### src/verilog/rsc_pkg.sv
// Purpose: constants and types of the regulator supervision control block
// Assumes: 8-bit register port, 100 MHz reference clock
// Notes:   analog comparators deliver plain levels, sampled by the block
// What this block does
// - overtemp warning with reduction option set forces converter output down to 5 V.
// - reduction option is zero after power-up and cleared by an external reset pin pulse.
// - overtemp warning flag reads one while chip temperature exceeds the warning threshold.
// - main regulator watched always; below chosen threshold raises system reset.
// - threshold field bits 1:0 pick 90, 80, 70 or 60 percent.
// - 3.3 V variant always uses 90 percent, ignoring field and start-up bits.
// - threshold field loaded from non-volatile start-up bits at power-up.
// - main undervoltage interrupt below 90 percent, only while its enable is one.
// - main supply status bit tells above or below 90 percent.
// - pass transistor off during external output overvoltage, back on afterwards.
// - aux control bits 3:2: off, Normal, plus Standby/Reset, plus Sleep/fail-safe.
// - aux control field loaded from non-volatile start-up bits at power-up.
// - external output low interrupt below 90, high interrupt at 110 percent.
// - external output condition readable in supply status register.
// - shutdown response bits 5:4 choose battery faults that turn aux off.
package rsc_pkg;
  localparam int          ADDR_W         = 8;
  localparam int          DATA_W         = 8;
  localparam logic [7:0]  REG_CTRL_ADDR  = 8'h10;
  localparam logic [7:0]  REG_STAT_ADDR  = 8'h11;
  localparam logic [7:0]  REG_IRQ_ADDR   = 8'h12;
  localparam logic [7:0]  REG_MASK_ADDR  = 8'h13;
  localparam logic [7:0]  REG_CONV_ADDR  = 8'h14;
  // control field positions
  localparam int          THR_LSB        = 0;
  localparam int          AUX_LSB        = 2;
  localparam int          SHUT_LSB       = 4;
  localparam logic [5:0]  CTRL_RESET     = 6'h00;
  localparam logic [3:0]  IRQ_RESET      = 4'h0;
  localparam logic [3:0]  MASK_RESET     = 4'h0;
  // interrupt bit positions
  localparam int          IRQ_MAIN_UV    = 0;
  localparam int          IRQ_EXT_LOW    = 1;
  localparam int          IRQ_EXT_HIGH   = 2;
  localparam int          IRQ_OVERTEMP   = 3;
  // synchroniser vector positions
  localparam int          SY_MAIN        = 0;
  localparam int          SY_OT          = 4;
  localparam int          SY_EXT_LOW     = 5;
  localparam int          SY_EXT_HIGH    = 6;
  localparam int          SY_EXT_OV      = 7;
  localparam int          SY_BAT_UV      = 8;
  localparam int          SY_BAT_OV      = 9;
  localparam int          SY_PIN_N       = 10;
  localparam int          SY_V3V3        = 11;
  localparam int          SY_THR_SU      = 12;
  localparam int          SY_AUX_SU      = 14;
  localparam int          SY_W           = 16;
  localparam logic [15:0] SYNC_RESET     = 16'h0400;
  localparam logic [1:0]  INIT_LOAD      = 2'h2;
  localparam logic [1:0]  INIT_DONE      = 2'h3;

  typedef enum logic [2:0] {
    MODE_NORMAL,
    MODE_STANDBY,
    MODE_RESET,
    MODE_SLEEP,
    MODE_FAILSAFE
  } rsc_mode_type;

  typedef struct packed {
    logic [SY_W-1:0] sync1;
    logic [SY_W-1:0] sync2;
    logic [1:0]      init_cnt;
    logic [5:0]      ctrl;
    logic            reduce_en;
    logic [3:0]      irq_stat;
    logic [3:0]      irq_mask;
    logic            conv_5v;
    logic            sys_rst;
    logic            aux_en;
    logic            pass_en;
    logic            irq;
    logic [7:0]      rd_data;
  } rsc_state_type;
endpackage

### src/verilog/rsc_regulator_supervision.sv
// Purpose: supervision and control of the converter and both linear regulators
// Assumes: comparator levels and straps are asynchronous; op mode is on i_ref_clk
// Notes:   every comparator path is two sync stages plus one output stage
`timescale 1ns/100ps
`default_nettype none
module rsc_regulator_supervision
  import rsc_pkg::*;
(
  input  wire logic         i_ref_clk,
  input  wire logic         i_rst,
  input  wire logic [7:0]   i_addr,
  input  wire logic [7:0]   i_wr_data,
  input  wire logic         i_wr_stb,
  input  wire logic         i_rd_stb,
  output logic [7:0]        o_rd_data,
  input  wire logic [3:0]   i_main_below_lvl,
  input  wire logic         i_overtemp_warn,
  input  wire logic         i_ext_below_90,
  input  wire logic         i_ext_above_110,
  input  wire logic         i_ext_overvoltage,
  input  wire logic         i_bat_undervolt,
  input  wire logic         i_bat_overvolt,
  input  wire logic         i_external_reset_pin_n,
  input  wire logic         i_variant_3v3,
  input  wire logic [1:0]   i_main_threshold_startup_bits,
  input  wire logic [1:0]   i_aux_startup_bits,
  input  wire rsc_mode_type i_op_mode,
  output logic              o_conv_out_5v_sel,
  output logic              o_sys_reset,
  output logic              o_aux_reg_en,
  output logic              o_ext_pass_en,
  output logic              o_irq
);

  rsc_state_type   state_q;
  rsc_state_type   state_d;
  logic [SY_W-1:0] async_in;
  logic [1:0]      thr_sel;
  logic            aux_mode_on;
  logic            aux_fault;
  logic [3:0]      irq_event;
  logic [7:0]      status_rd;
  logic            wr_ctrl;
  logic            wr_irq;
  logic            wr_mask;
  logic            wr_conv;

  assign async_in = {i_aux_startup_bits, i_main_threshold_startup_bits, i_variant_3v3,
                     i_external_reset_pin_n, i_bat_overvolt, i_bat_undervolt,
                     i_ext_overvoltage, i_ext_above_110, i_ext_below_90,
                     i_overtemp_warn, i_main_below_lvl};

  assign wr_ctrl = i_wr_stb && (i_addr == REG_CTRL_ADDR);
  assign wr_irq  = i_wr_stb && (i_addr == REG_IRQ_ADDR);
  assign wr_mask = i_wr_stb && (i_addr == REG_MASK_ADDR);
  assign wr_conv = i_wr_stb && (i_addr == REG_CONV_ADDR);

  always_comb begin
    state_d = state_q;
    // first stage feeds only the second
    state_d.sync1 = async_in;
    state_d.sync2 = state_q.sync1;

    // start-up bits are valid once they have crossed both stages
    if (state_q.init_cnt != INIT_DONE) begin
      state_d.init_cnt = state_q.init_cnt + 2'h1;
    end
    if (state_q.init_cnt == INIT_LOAD) begin
      state_d.ctrl[THR_LSB +: 2] = state_q.sync2[SY_THR_SU +: 2];
      state_d.ctrl[AUX_LSB +: 2] = state_q.sync2[SY_AUX_SU +: 2];
    end else if (wr_ctrl) begin
      state_d.ctrl = i_wr_data[5:0];
    end

    if (wr_conv) begin
      state_d.reduce_en = i_wr_data[0];
    end
    // pin pulse wins over a software write in the same cycle
    if (!state_q.sync2[SY_PIN_N]) begin
      state_d.reduce_en = 1'b0;
    end

    // 3.3 V part ignores the field entirely
    thr_sel = state_q.sync2[SY_V3V3] ? 2'h0 : state_q.ctrl[THR_LSB +: 2];
    state_d.sys_rst = state_q.sync2[SY_MAIN + thr_sel];
    state_d.conv_5v = state_q.reduce_en && state_q.sync2[SY_OT];
    state_d.pass_en = !state_q.sync2[SY_EXT_OV];

    case (state_q.ctrl[AUX_LSB +: 2])
      2'h0: aux_mode_on = 1'b0;
      2'h1: aux_mode_on = (i_op_mode == MODE_NORMAL);
      2'h2: aux_mode_on = (i_op_mode == MODE_NORMAL) || (i_op_mode == MODE_STANDBY)
                          || (i_op_mode == MODE_RESET);
      default: aux_mode_on = 1'b1;
    endcase
    aux_fault = (state_q.ctrl[SHUT_LSB] && state_q.sync2[SY_BAT_UV])
                || (state_q.ctrl[SHUT_LSB+1] && state_q.sync2[SY_BAT_OV]);
    state_d.aux_en = aux_mode_on && !aux_fault;

    irq_event[IRQ_MAIN_UV]  = state_q.sync2[SY_MAIN];
    irq_event[IRQ_EXT_LOW]  = state_q.sync2[SY_EXT_LOW];
    irq_event[IRQ_EXT_HIGH] = state_q.sync2[SY_EXT_HIGH];
    irq_event[IRQ_OVERTEMP] = state_q.sync2[SY_OT];
    // a set arriving with its clear is kept
    state_d.irq_stat = (wr_irq ? (state_q.irq_stat & ~i_wr_data[3:0]) : state_q.irq_stat)
                       | irq_event;
    if (wr_mask) begin
      state_d.irq_mask = i_wr_data[3:0];
    end
    // only enabled sources reach the pin
    state_d.irq = |(state_d.irq_stat & state_d.irq_mask);

    status_rd = {state_q.conv_5v, state_q.aux_en, state_q.pass_en, state_q.sys_rst,
                 state_q.sync2[SY_OT],
                 state_q.sync2[SY_EXT_HIGH], state_q.sync2[SY_EXT_LOW],
                 state_q.sync2[SY_MAIN]};
    state_d.rd_data = 8'h00;
    if (i_rd_stb) begin
      case (i_addr)
        REG_CTRL_ADDR: state_d.rd_data = {2'h0, state_q.ctrl};
        REG_STAT_ADDR: state_d.rd_data = status_rd;
        REG_IRQ_ADDR:  state_d.rd_data = {4'h0, state_q.irq_stat};
        REG_MASK_ADDR: state_d.rd_data = {4'h0, state_q.irq_mask};
        REG_CONV_ADDR: state_d.rd_data = {7'h00, state_q.reduce_en};
        default:       state_d.rd_data = 8'h00;
      endcase
    end
  end

  always_ff @(posedge i_ref_clk or posedge i_rst) begin
    if (i_rst) begin
      state_q.sync1     <= SYNC_RESET;
      state_q.sync2     <= SYNC_RESET;
      state_q.init_cnt  <= 2'h0;
      state_q.ctrl      <= CTRL_RESET;
      state_q.reduce_en <= 1'b0;
      state_q.irq_stat  <= IRQ_RESET;
      state_q.irq_mask  <= MASK_RESET;
      state_q.conv_5v   <= 1'b0;
      state_q.sys_rst   <= 1'b1;
      state_q.aux_en    <= 1'b0;
      state_q.pass_en   <= 1'b0;
      state_q.irq       <= 1'b0;
      state_q.rd_data   <= 8'h00;
    end else begin
      state_q <= state_d;
    end
  end

  assign o_rd_data         = state_q.rd_data;
  assign o_conv_out_5v_sel = state_q.conv_5v;
  assign o_sys_reset       = state_q.sys_rst;
  assign o_aux_reg_en      = state_q.aux_en;
  assign o_ext_pass_en     = state_q.pass_en;
  assign o_irq             = state_q.irq;
endmodule
`default_nettype wire

### config.mk
export PLATFORM = sky130hd
export DESIGN_NAME = rsc_regulator_supervision
export DESIGN_NICKNAME = d
export VERILOG_FILES = /design/src/verilog/rsc_pkg.sv /design/src/verilog/rsc_regulator_supervision.sv
export SDC_FILE = /design/constraint.sdc
export NUM_CORES = 1
export LEC_CHECK = 0
export BUFFER_PORTS_ARGS = -buffer_cell sky130_fd_sc_hd__buf_2
export CAP_MARGIN = 20
export CORE_ASPECT_RATIO = 0.7
export CORE_MARGIN = 2
export CORE_UTILIZATION = 35
export DETAILED_ROUTE_END_ITERATION = 8
export PLACE_DENSITY_LB_ADDON = 0.08
export SLEW_MARGIN = 10
export SYNTH_ARGS = -nofsm -noshare
export SYNTH_HDL_FRONTEND = slang
export SYNTH_SLANG_ARGS = --single-unit
export TNS_END_PERCENT = 1
### constraint.sdc
create_clock -name i_ref_clk -period 1.9 [get_ports i_ref_clk]
set_input_delay 0.19 -clock i_ref_clk [delete_from_list [all_inputs] [get_ports i_ref_clk]]
set_output_delay 0.19 -clock i_ref_clk [all_outputs]
set_load 0.005 [all_outputs]
; ---- Word-level counts from Yosys, hierarchy flattened
; Index checks and enable logic that the tools add are counted.
; Widths: inputs -> output; s select.
[totals]
word_cells = 63
regBits = 62
mem_bits_ro = 0
latchBits = 0
mem_count = 0
ramBits = 0
in_bits = 39
out_inout_bits = 13
[op_classes]
multipliers = 0
div = 0
add_sub_neg = 1
reduce_logical = 18
n_eq_ne = 12
n_shift = 0
n_lt_le_gt_ge = 1
bitwise_logic = 5
n_mux = 12
[op_table]
columns = cell, n
row1 = $eq 8x5->1 const B, 5
row2 = $pmux 8 s5, 1
row3 = $mux 4, 4
row4 = $and 4x4->4, 2
row5 = $logic_and 1x1->1, 8
row6 = $mux 8, 1
row7 = $lt 2x5->1 const B, 1
row8 = $eq 2x2->1 const B, 2
row9 = $not 4->4, 1
row10 = $or 4x4->4, 1
row11 = $reduce_or 4->1, 1
row12 = $eq 3x1->1 const B, 1
row13 = $eq 3x2->1 const B, 1
row14 = $logic_not 3->1, 1
row15 = $logic_or 1x1->1, 3
row16 = $mux 1, 3
row17 = $pmux 1 s3, 1
row18 = $add 2x1->2 const B, 1
row19 = $bmux 1 s2, 1
row20 = $eq 2x1->1 const B, 1
row21 = $logic_not 1->1, 2
row22 = $logic_not 2->1, 1
row23 = $mux 2, 1
row24 = $ne 2x1->1 const B, 1
row25 = 4 further kinds, 4

; ---- Logic depth before layout (Yosys ltp)
; Gate-level depths: netlist of the first run.
[depth]
ltp_word = 6
depth_mapped = 6
mapped_depth_nobuf = 4

; ---- Worst setup path before layout of the first run
; Ideal clock, no wire load.
[synth_timing]
path_type = in2reg
from = in i_addr[3]
to = reg state_q[26] (netlist name)
n_path_buf = 0
t_arrival_ps = 1336
path_slack_ps = 436
path_stages = 4
required_ps = 1772
path_cell_list = nor4b_4 nand4b_4 nor2_4 mux2_1
[synth_between]
elab_chain_len = 3
[synth_rtl]
columns = element, line
row1 = from (decl), rsc_regulator_supervision.sv:11  ; input wire logic [7:0] i_addr,
row2 = $eq 8x5->1, rsc_regulator_supervision.sv:53  ; assign wr_ctrl = i_wr_stb && (i_addr == REG_CTRL_ADDR);
row3 = $logic_and 1x1->1, rsc_regulator_supervision.sv:53
row4 = $reduce_and 2->1 (no source line), -
row5 = to (signal assigned), rsc_regulator_supervision.sv:146  ; state_q <= state_d;
row6 = to (decl), rsc_regulator_supervision.sv:35  ; rsc_state_type state_q;
; Every way passes these cells.
; A chain may end at the register's enable or synchronous reset.

; ---- Worst setup path in the final report of the first run
[layout_timing]
from = reg state_q[28] (netlist name)
to = reg state_q[26] (netlist name)
[layout_between]
elab_chain_len = 3
[layout_rtl]
columns = element, line
row1 = $eq 2x2->1, rsc_regulator_supervision.sv:68  ; if (state_q.init_cnt == INIT_LOAD) begin
row2 = $not 1->1 (no source line), -
row3 = $reduce_and 2->1 (no source line), -
; Every way passes these cells.

==> results.tsv, run 1 <==
metric	value	unit
status	finished, final reports clean	
Final ANT Viol Nets	0	
Worst R2R Start	state_q[28]	
Core ar.	6760	µm²
IR Drop Worst-Case VDD	487	µV
pre-CTS WS	0.320	ns
CP top delay family	flip-flops	
part of the power in registers	50.7	%
Worst path depth	4	
post-synthesis simple-gate area fraction	14.5	%
Comb power frac	7.2	%
vias	1599	
initial antenna violation count	0	
Die X	104	µm
CTS tree	built	
fraction of layout cells with a size suffix above 1	33.5	%
EDFF count, synth	0	
multiplexer share of the synthesized area	7.14	%
Num CTS Buffers	9	
internal power	2120	µW
Setup CP Type	register to register	
Inst Count DP	318	
commonest register cell after synthesis	dfrtp_1	
critical-path cell list	inv_1 -> ha_1 -> nor2_4 -> mux2_1	
die area	7700	µm²
Placer Congestion	0.744	
period utilisation layout	71.2	%
post_cts resized	0	
worst-path maximum fanout	9	
largest family of logic cells by synthesized area	simple AND/OR/NAND/NOR gates	
hpwl dp	3.33	mm
Peak Freq	740	MHz
Max Cap Viol	0	
Post-Synthesis Net Count	226	
Crit path required time	2.12	ns
Sw Share	23.4	%
RSZ-0062 raised after global routing	false	
Worst Setup SP	state_q[28]	
post-route minimum period	1.35	ns
Slew headroom	71.6	%
hold crit path type	input pin to register	
Reg2Reg Setup Slack	0.55	ns
Synth Area in Compound Gates	7.91	%
YS warnings	0	
Cells after Synth	185	
vias in the first global route	1593	
drt drc	0	
asr flop ratio synth	100	%
clock sink count	62	
worst r2r path cells	4	
Critical Path End	state_q[26]	
Final setup viols	0	
drt wl/cell	13.4	µm
TritonRoute pass-1 iters	4	
worst slew pin tran	0.425	ns
crit-path max cell delay	0.38	ns
fin nets	293	
clk_lat worst skew	0.34	ns
non-filler instance count after layout	351	
Seq/Total Area, Yosys	63.4	%
Synth Register Bits	62	
CP Data Arrival Time	1.58	ns
xor and xnor area share after synthesis	0.357	%
setup TNS	0	ns
final hold vios	0	
Total Power	2780	µW
final worst setup slack	0.548	ns
die height	74.0	µm
Final Max Slew Viols	0	
LEAKAGE	0.00151	µW
Synth-to-Final Area Change	28.7	%
gr usage total	13.8	%
Starting Density	36.3	%
largest net degree at the start of global routing	63	
first-pass GRT wire length	7.90	mm
sw power	651	µW
Startpoint Class	register	
Port Buffers	49	
Core Rows	25	
Synth cell types	44	
CTS H-tree lvls	3	
P per Cell Area	879	nW/µm²
IO Count	52	
Buf/Inv on CP	1	
Adder-Cell Fraction of Synth Area	1.02	%
clk buf depth	2	
clock transition at the registers of the reported paths	0.07	ns
final WL	4.72	mm
Clock power frac	42.1	%
Critical Path End Type	register	
number of antenna diodes	0	
grt ovf	0	
Post-Syn Area	2450	µm²
FF-to-FF End	state_q[26]	
clock skew	0.00694	ns
Mean Syn Cell Area	13.3	µm²
initial drt markers	59	
Area after DPL	2780	µm²
CP max stage cell	dfrtp_1	
vias per cell	4.56	
root buffer cell	clkbuf_8	
final instance area	3160	µm²
==> layer usage <==
metal	GRT usage (%)	share of wire (%)	up-vias
li1	-	-	786
met1	18.6	52	761
met2	20.2	43	48
met3	5.61	4.9	4
met4	5.41	0.98	0
met5	0	0	-
==> cells in the final DEF, fill, tap and decap left out, types with 2 or more instances in the layout <==
cell / instances
o21ai_0: 10
or2_1: 2
nand2_1: 7
mux2i_1: 13
o22a_1: 3
and3_1: 4
buf_12: 2
ha_1: 2
a41oi_1: 3
and4_1: 3
mux2_2: 2
dfstp_2: 3
a32oi_1: 2
nor3_1: 4
clkinvlp_4: 2
nand3b_1: 3
and2_1: 2
or2_2: 4
o22ai_1: 3
dfrtp_1: 59
clkbuf_8: 10
inv_1: 11
dlygate4sd3_1: 17
a31oi_1: 3
a21oi_1: 2
nor2_1: 7
clkinv_4: 3
mux2_1: 2
buf_2: 49
buf_4: 2
==> power groups by stage <==
stage | Combinational [µW] | Clock, µW | Sequential, µW
2_1_floorplan | 93.1 | 0 | 1420
3_3_place_gp | 178 | 0 | 1430
3_5_place_dp | 176 | 0 | 1430
4_1_cts | 203 | 1210 | 1410
5_1_grt | 224 | 1280 | 1410
6_report | 199 | 1170 | 1410
==> cell type report <==
cell class              instances  area (µm²)
clock buffers                  10         138
clock inverters                 6        71.3
fillers                       659        3600
inverters                      12        45.0
multi-input cells              97         758
flip-flops and latches         62        1560
well taps                      94         118
repair buffers                 70         470
==> per-stage QoR <==
stage               hold WS, ns  util, %
finish                   0.0724     46.7
global route             0.0683     46.7
CTS                      0.0538     46.7
detailed placement        0.278     41.1
global placement          0.277     41.1
floorplan                 0.194        -
==> synthesized netlist by cell type (all sizes together) (2+ instances only) <==
| library cell | number | area, µm² |
|---|---|---|
| inv | 12 | 45.0 |
| mux2 | 4 | 45.0 |
| ha | 2 | 25.0 |
| o21ai | 10 | 50.1 |
| o22ai | 3 | 18.8 |
| a41oi | 3 | 26.3 |
| and4 | 3 | 26.3 |
| and2 | 2 | 12.5 |
| o22a | 3 | 26.3 |
| dfstp | 3 | 78.8 |
| nor3 | 5 | 36.3 |
| mux2i | 13 | 130 |
| buf | 11 | 81.3 |
| a31oi | 3 | 18.8 |
| clkbuf | 3 | 12.5 |
| nand3b | 3 | 22.5 |
| and3 | 4 | 25.0 |
| or2 | 6 | 37.5 |
| nor2 | 8 | 37.5 |
| nand4 | 2 | 18.8 |
| a21oi | 2 | 10.0 |
| a32oi | 2 | 17.5 |
| dfrtp | 59 | 1480 |
| nand2 | 7 | 26.3 |
==> sequential cells by signal, indices dropped and copies added, names as in the netlist <==
register,cells
state_q,29
state_d,16
o_aux_reg_en,1
o_sys_reset,1
o_rd_data,8
o_irq,1
o_conv_out_5v_sel,1
o_ext_pass_en,1
irq_event,4
==> kinds of logic (layout without fill, tap and decap cells) <==
family                   count (synthesis)  count (layout)
adder cells (fa/ha/maj)                  2               2
AND/OR/NAND/NOR                         48              48
XOR/XNOR                                 1               1
flip-flops                              62              62
AO/OA/AOI/OAI                           29              29
buffers and inverters                   26              98
multiplexers                            17              17
==> worst min path at each step <==
stage	from	to	cells past startpoint
global route	i_wr_data[4]	state_q[26]	2
CTS	i_wr_data[4]	state_q[26]	2
floorplan	i_external_reset_pin_n	state_d[40]	0
finish	i_wr_data[4]	state_q[26]	2
global placement	i_rst	state_d[42]	3
detailed placement	i_rst	state_d[42]	3
==> repair_timing <==
| action | in CTS | in global routing |
|---|---|---|
| hold buffers | 17 | 0 |
| hold endpoints to repair | 75 | 0 |
| buffers inserted | 0 | 0 |
(Power assumes the default switching activity.)
==> run 2, diff against run 1 <==
clock period = 1.2 ns   (was 1.9 ns; I/O delays follow)
==> run 2 against run 1 <==
Power grew 68%. Die area unchanged. Sequential cell count stayed put. Worst setup slack lost 0.49 ns. Sequential share of layout area decreased by 3.2 points. Count of clock-buffer cells in the layout is 1 higher. Largest power group unchanged. Largest cell class unchanged. Critical path type is now input pin to register. Non-clock buffer count up 20. Cell area increased by 7.0%. Wire length is 10% higher. Register-to-register slack worse by 0.48 ns. Combinational power grew 87%.
==> results.tsv, run 2 (synthesized netlist as in run 1, its figures left out) <==
metric	value	unit	change
cell count of the worst hold path	2		unchanged
drt drc	0		unchanged
clock sink count	62		unchanged
Area after DPL	2940	µm²	+5.9%
die height	74.0	µm	unchanged
most frequent cells in the layout	59 x dfrtp_1, 49 x buf_2, 19 x buf_4, 18 x dlygate4sd3_1, 12 x mux2i_1		
Core Rows	25		unchanged
worst-path maximum fanout	2		-7
final hold vios	0		unchanged
RSZ-0062 raised after global routing	true		
root buffer cell	clkbuf_8		
Startpoint Class	input pin		
max reg flops	29		unchanged
final worst setup slack	0.0598	ns	-0.488 ns
final core occ	50.0	%	+3.3 points
clk_lat worst skew	0.34	ns	about the same
final instance area	3380	µm²	+7.0%
clock transition at the registers of the reported paths	0.07	ns	about the same
CTS H-tree lvls	3		unchanged
Max Cap Viol	0		unchanged
Final ANT Viol Nets	0		unchanged
clock skew	0.00654	ns	-0.000394 ns
fin nets	313		+6.8%
grt ovf	0		unchanged
Final Max Slew Viols	0		unchanged
Placer Congestion	0.793		+6.5%
hpwl dp	3.76	mm	+13%
number of antenna diodes	0		unchanged
met3 Use GR	4.73	%	-0.88 points
TritonRoute pass-1 iters	4		unchanged
vias in the first global route	1770		+11%
die area	7700	µm²	unchanged
post-route minimum period	1.14	ns	
LEAKAGE	0.00162	µW	+7.5%
Largest Register	state_q		
Setup CP Type	input pin to register		
worst r2r path cells	4		unchanged
IO Count	52		unchanged
initial drt markers	69		+17%
global route hottest layer	met2		
Die X	104	µm	unchanged
Peak Freq	877	MHz	
Filler cells	620		-5.9%
commonest non-fill, non-tap cell in the layout	dfrtp_1		
IR Drop Worst-Case VDD	730	µV	+50%
CTS tree	built		
gr usage total	15.0	%	+1.2 points
Critical Path End Type	register		
Starting Density	36.3	%	unchanged
drt wl/cell	14.0	µm	+4.5%
worst slew pin tran	0.404	ns	-0.0207 ns
first-pass GRT wire length	8.65	mm	+9.5%
initial antenna violation count	0		unchanged
Num CTS Buffers	9		unchanged
period utilisation layout	95.0	%	
clk buf depth	2		unchanged
vias per cell	4.62		+1.4%
fraction of layout cells with a size suffix above 1	39.7	%	+6.2 points
Synth-to-Final Area Change	37.7	%	
hold crit path type	input pin to register		
status	finished, final reports clean		
largest net degree at the start of global routing	32		-49%
non-filler instance count after layout	371		+5.7%
GR Layer Usage met2	22.7	%	+2.5 points
Crit path required time	1.47	ns	-0.65 ns
GR Util met1	20.4	%	+1.9 points
Final setup viols	0		unchanged
final WL	5.21	mm	+10%
CP Data Arrival Time	1.41	ns	-0.17 ns
pre-CTS WS	-0.300	ns	-0.619 ns
vias	1713		+7.1%
Port Buffers	49		unchanged
P per Cell Area	1380	nW/µm²	+57%
Hold Worst Slack	0.0215	ns	-0.0509 ns
Inst Count DP	336		+5.7%
Core ar.	6760	µm²	unchanged
Slew headroom	73.0	%	+1.4 points
-- run 2: stage by stage --
step	total power, µW	TNS [ns]
3_5_place_dp	2600	-4.64
2_1_floorplan	2400	-0.939
4_1_cts	4750	0
3_3_place_gp	2600	-4.43
5_1_grt	4900	-0.000484
6_report	4680	0
-- run 2: power breakdown --
part / internal (µW) / switching (µW) / total, µW
logic: 196 / 176 / 372
registers: 2180 / 48.7 / 2230
clock network: 1280 / 791 / 2070
total: 3660 / 1020 / 4680
-- run 2: final cells by class --
class	instances	area (µm²)	share of cell area, %
clock buffer	11	151	4.48
clock inverter	5	81.3	2.41
inverter	12	48.8	1.44
multi-input combinational	97	774	22.9
sequential	62	1560	46.1
tap	94	118	3.48
timing repair buffer	90	648	19.2
-- run 2: routing by layer --
layer	share of wire, %	vias to the layer above
met5	0	-
met2	43	56
met3	5.0	8
met1	50	827
li1	-	822
met4	1.5	0
-- run 2: timing repair --
item                                   in CTS  in global routing
buffers inserted                            0                  1
hold buffers                               18                  0
endpoints found under the hold margin      30                  0
resized for setup                           0                  5
setup endpoints to repair                   0                  6
-- run 2: final timing paths --
kind,from,end,slack (ns)
max in group asynchronous,i_rst,state_q[40],0.39
worst max-delay path,i_addr[3],o_rd_data[0],0.06
worst min register to register,state_d[39],state_q[39],0.34
worst min-delay path,i_wr_data[5],state_q[27],0.02
min in group asynchronous,i_rst,state_d[33],0.33
worst max register to register,state_q[28],state_q[27],0.07
-- run 2: worst max-delay path, cell delays in order --
cell	delay (ns)
buf_2	0.12
or4b_1	0.58
nor3_1	0.32
a22oi_1	0.17
nor2_1	0.10
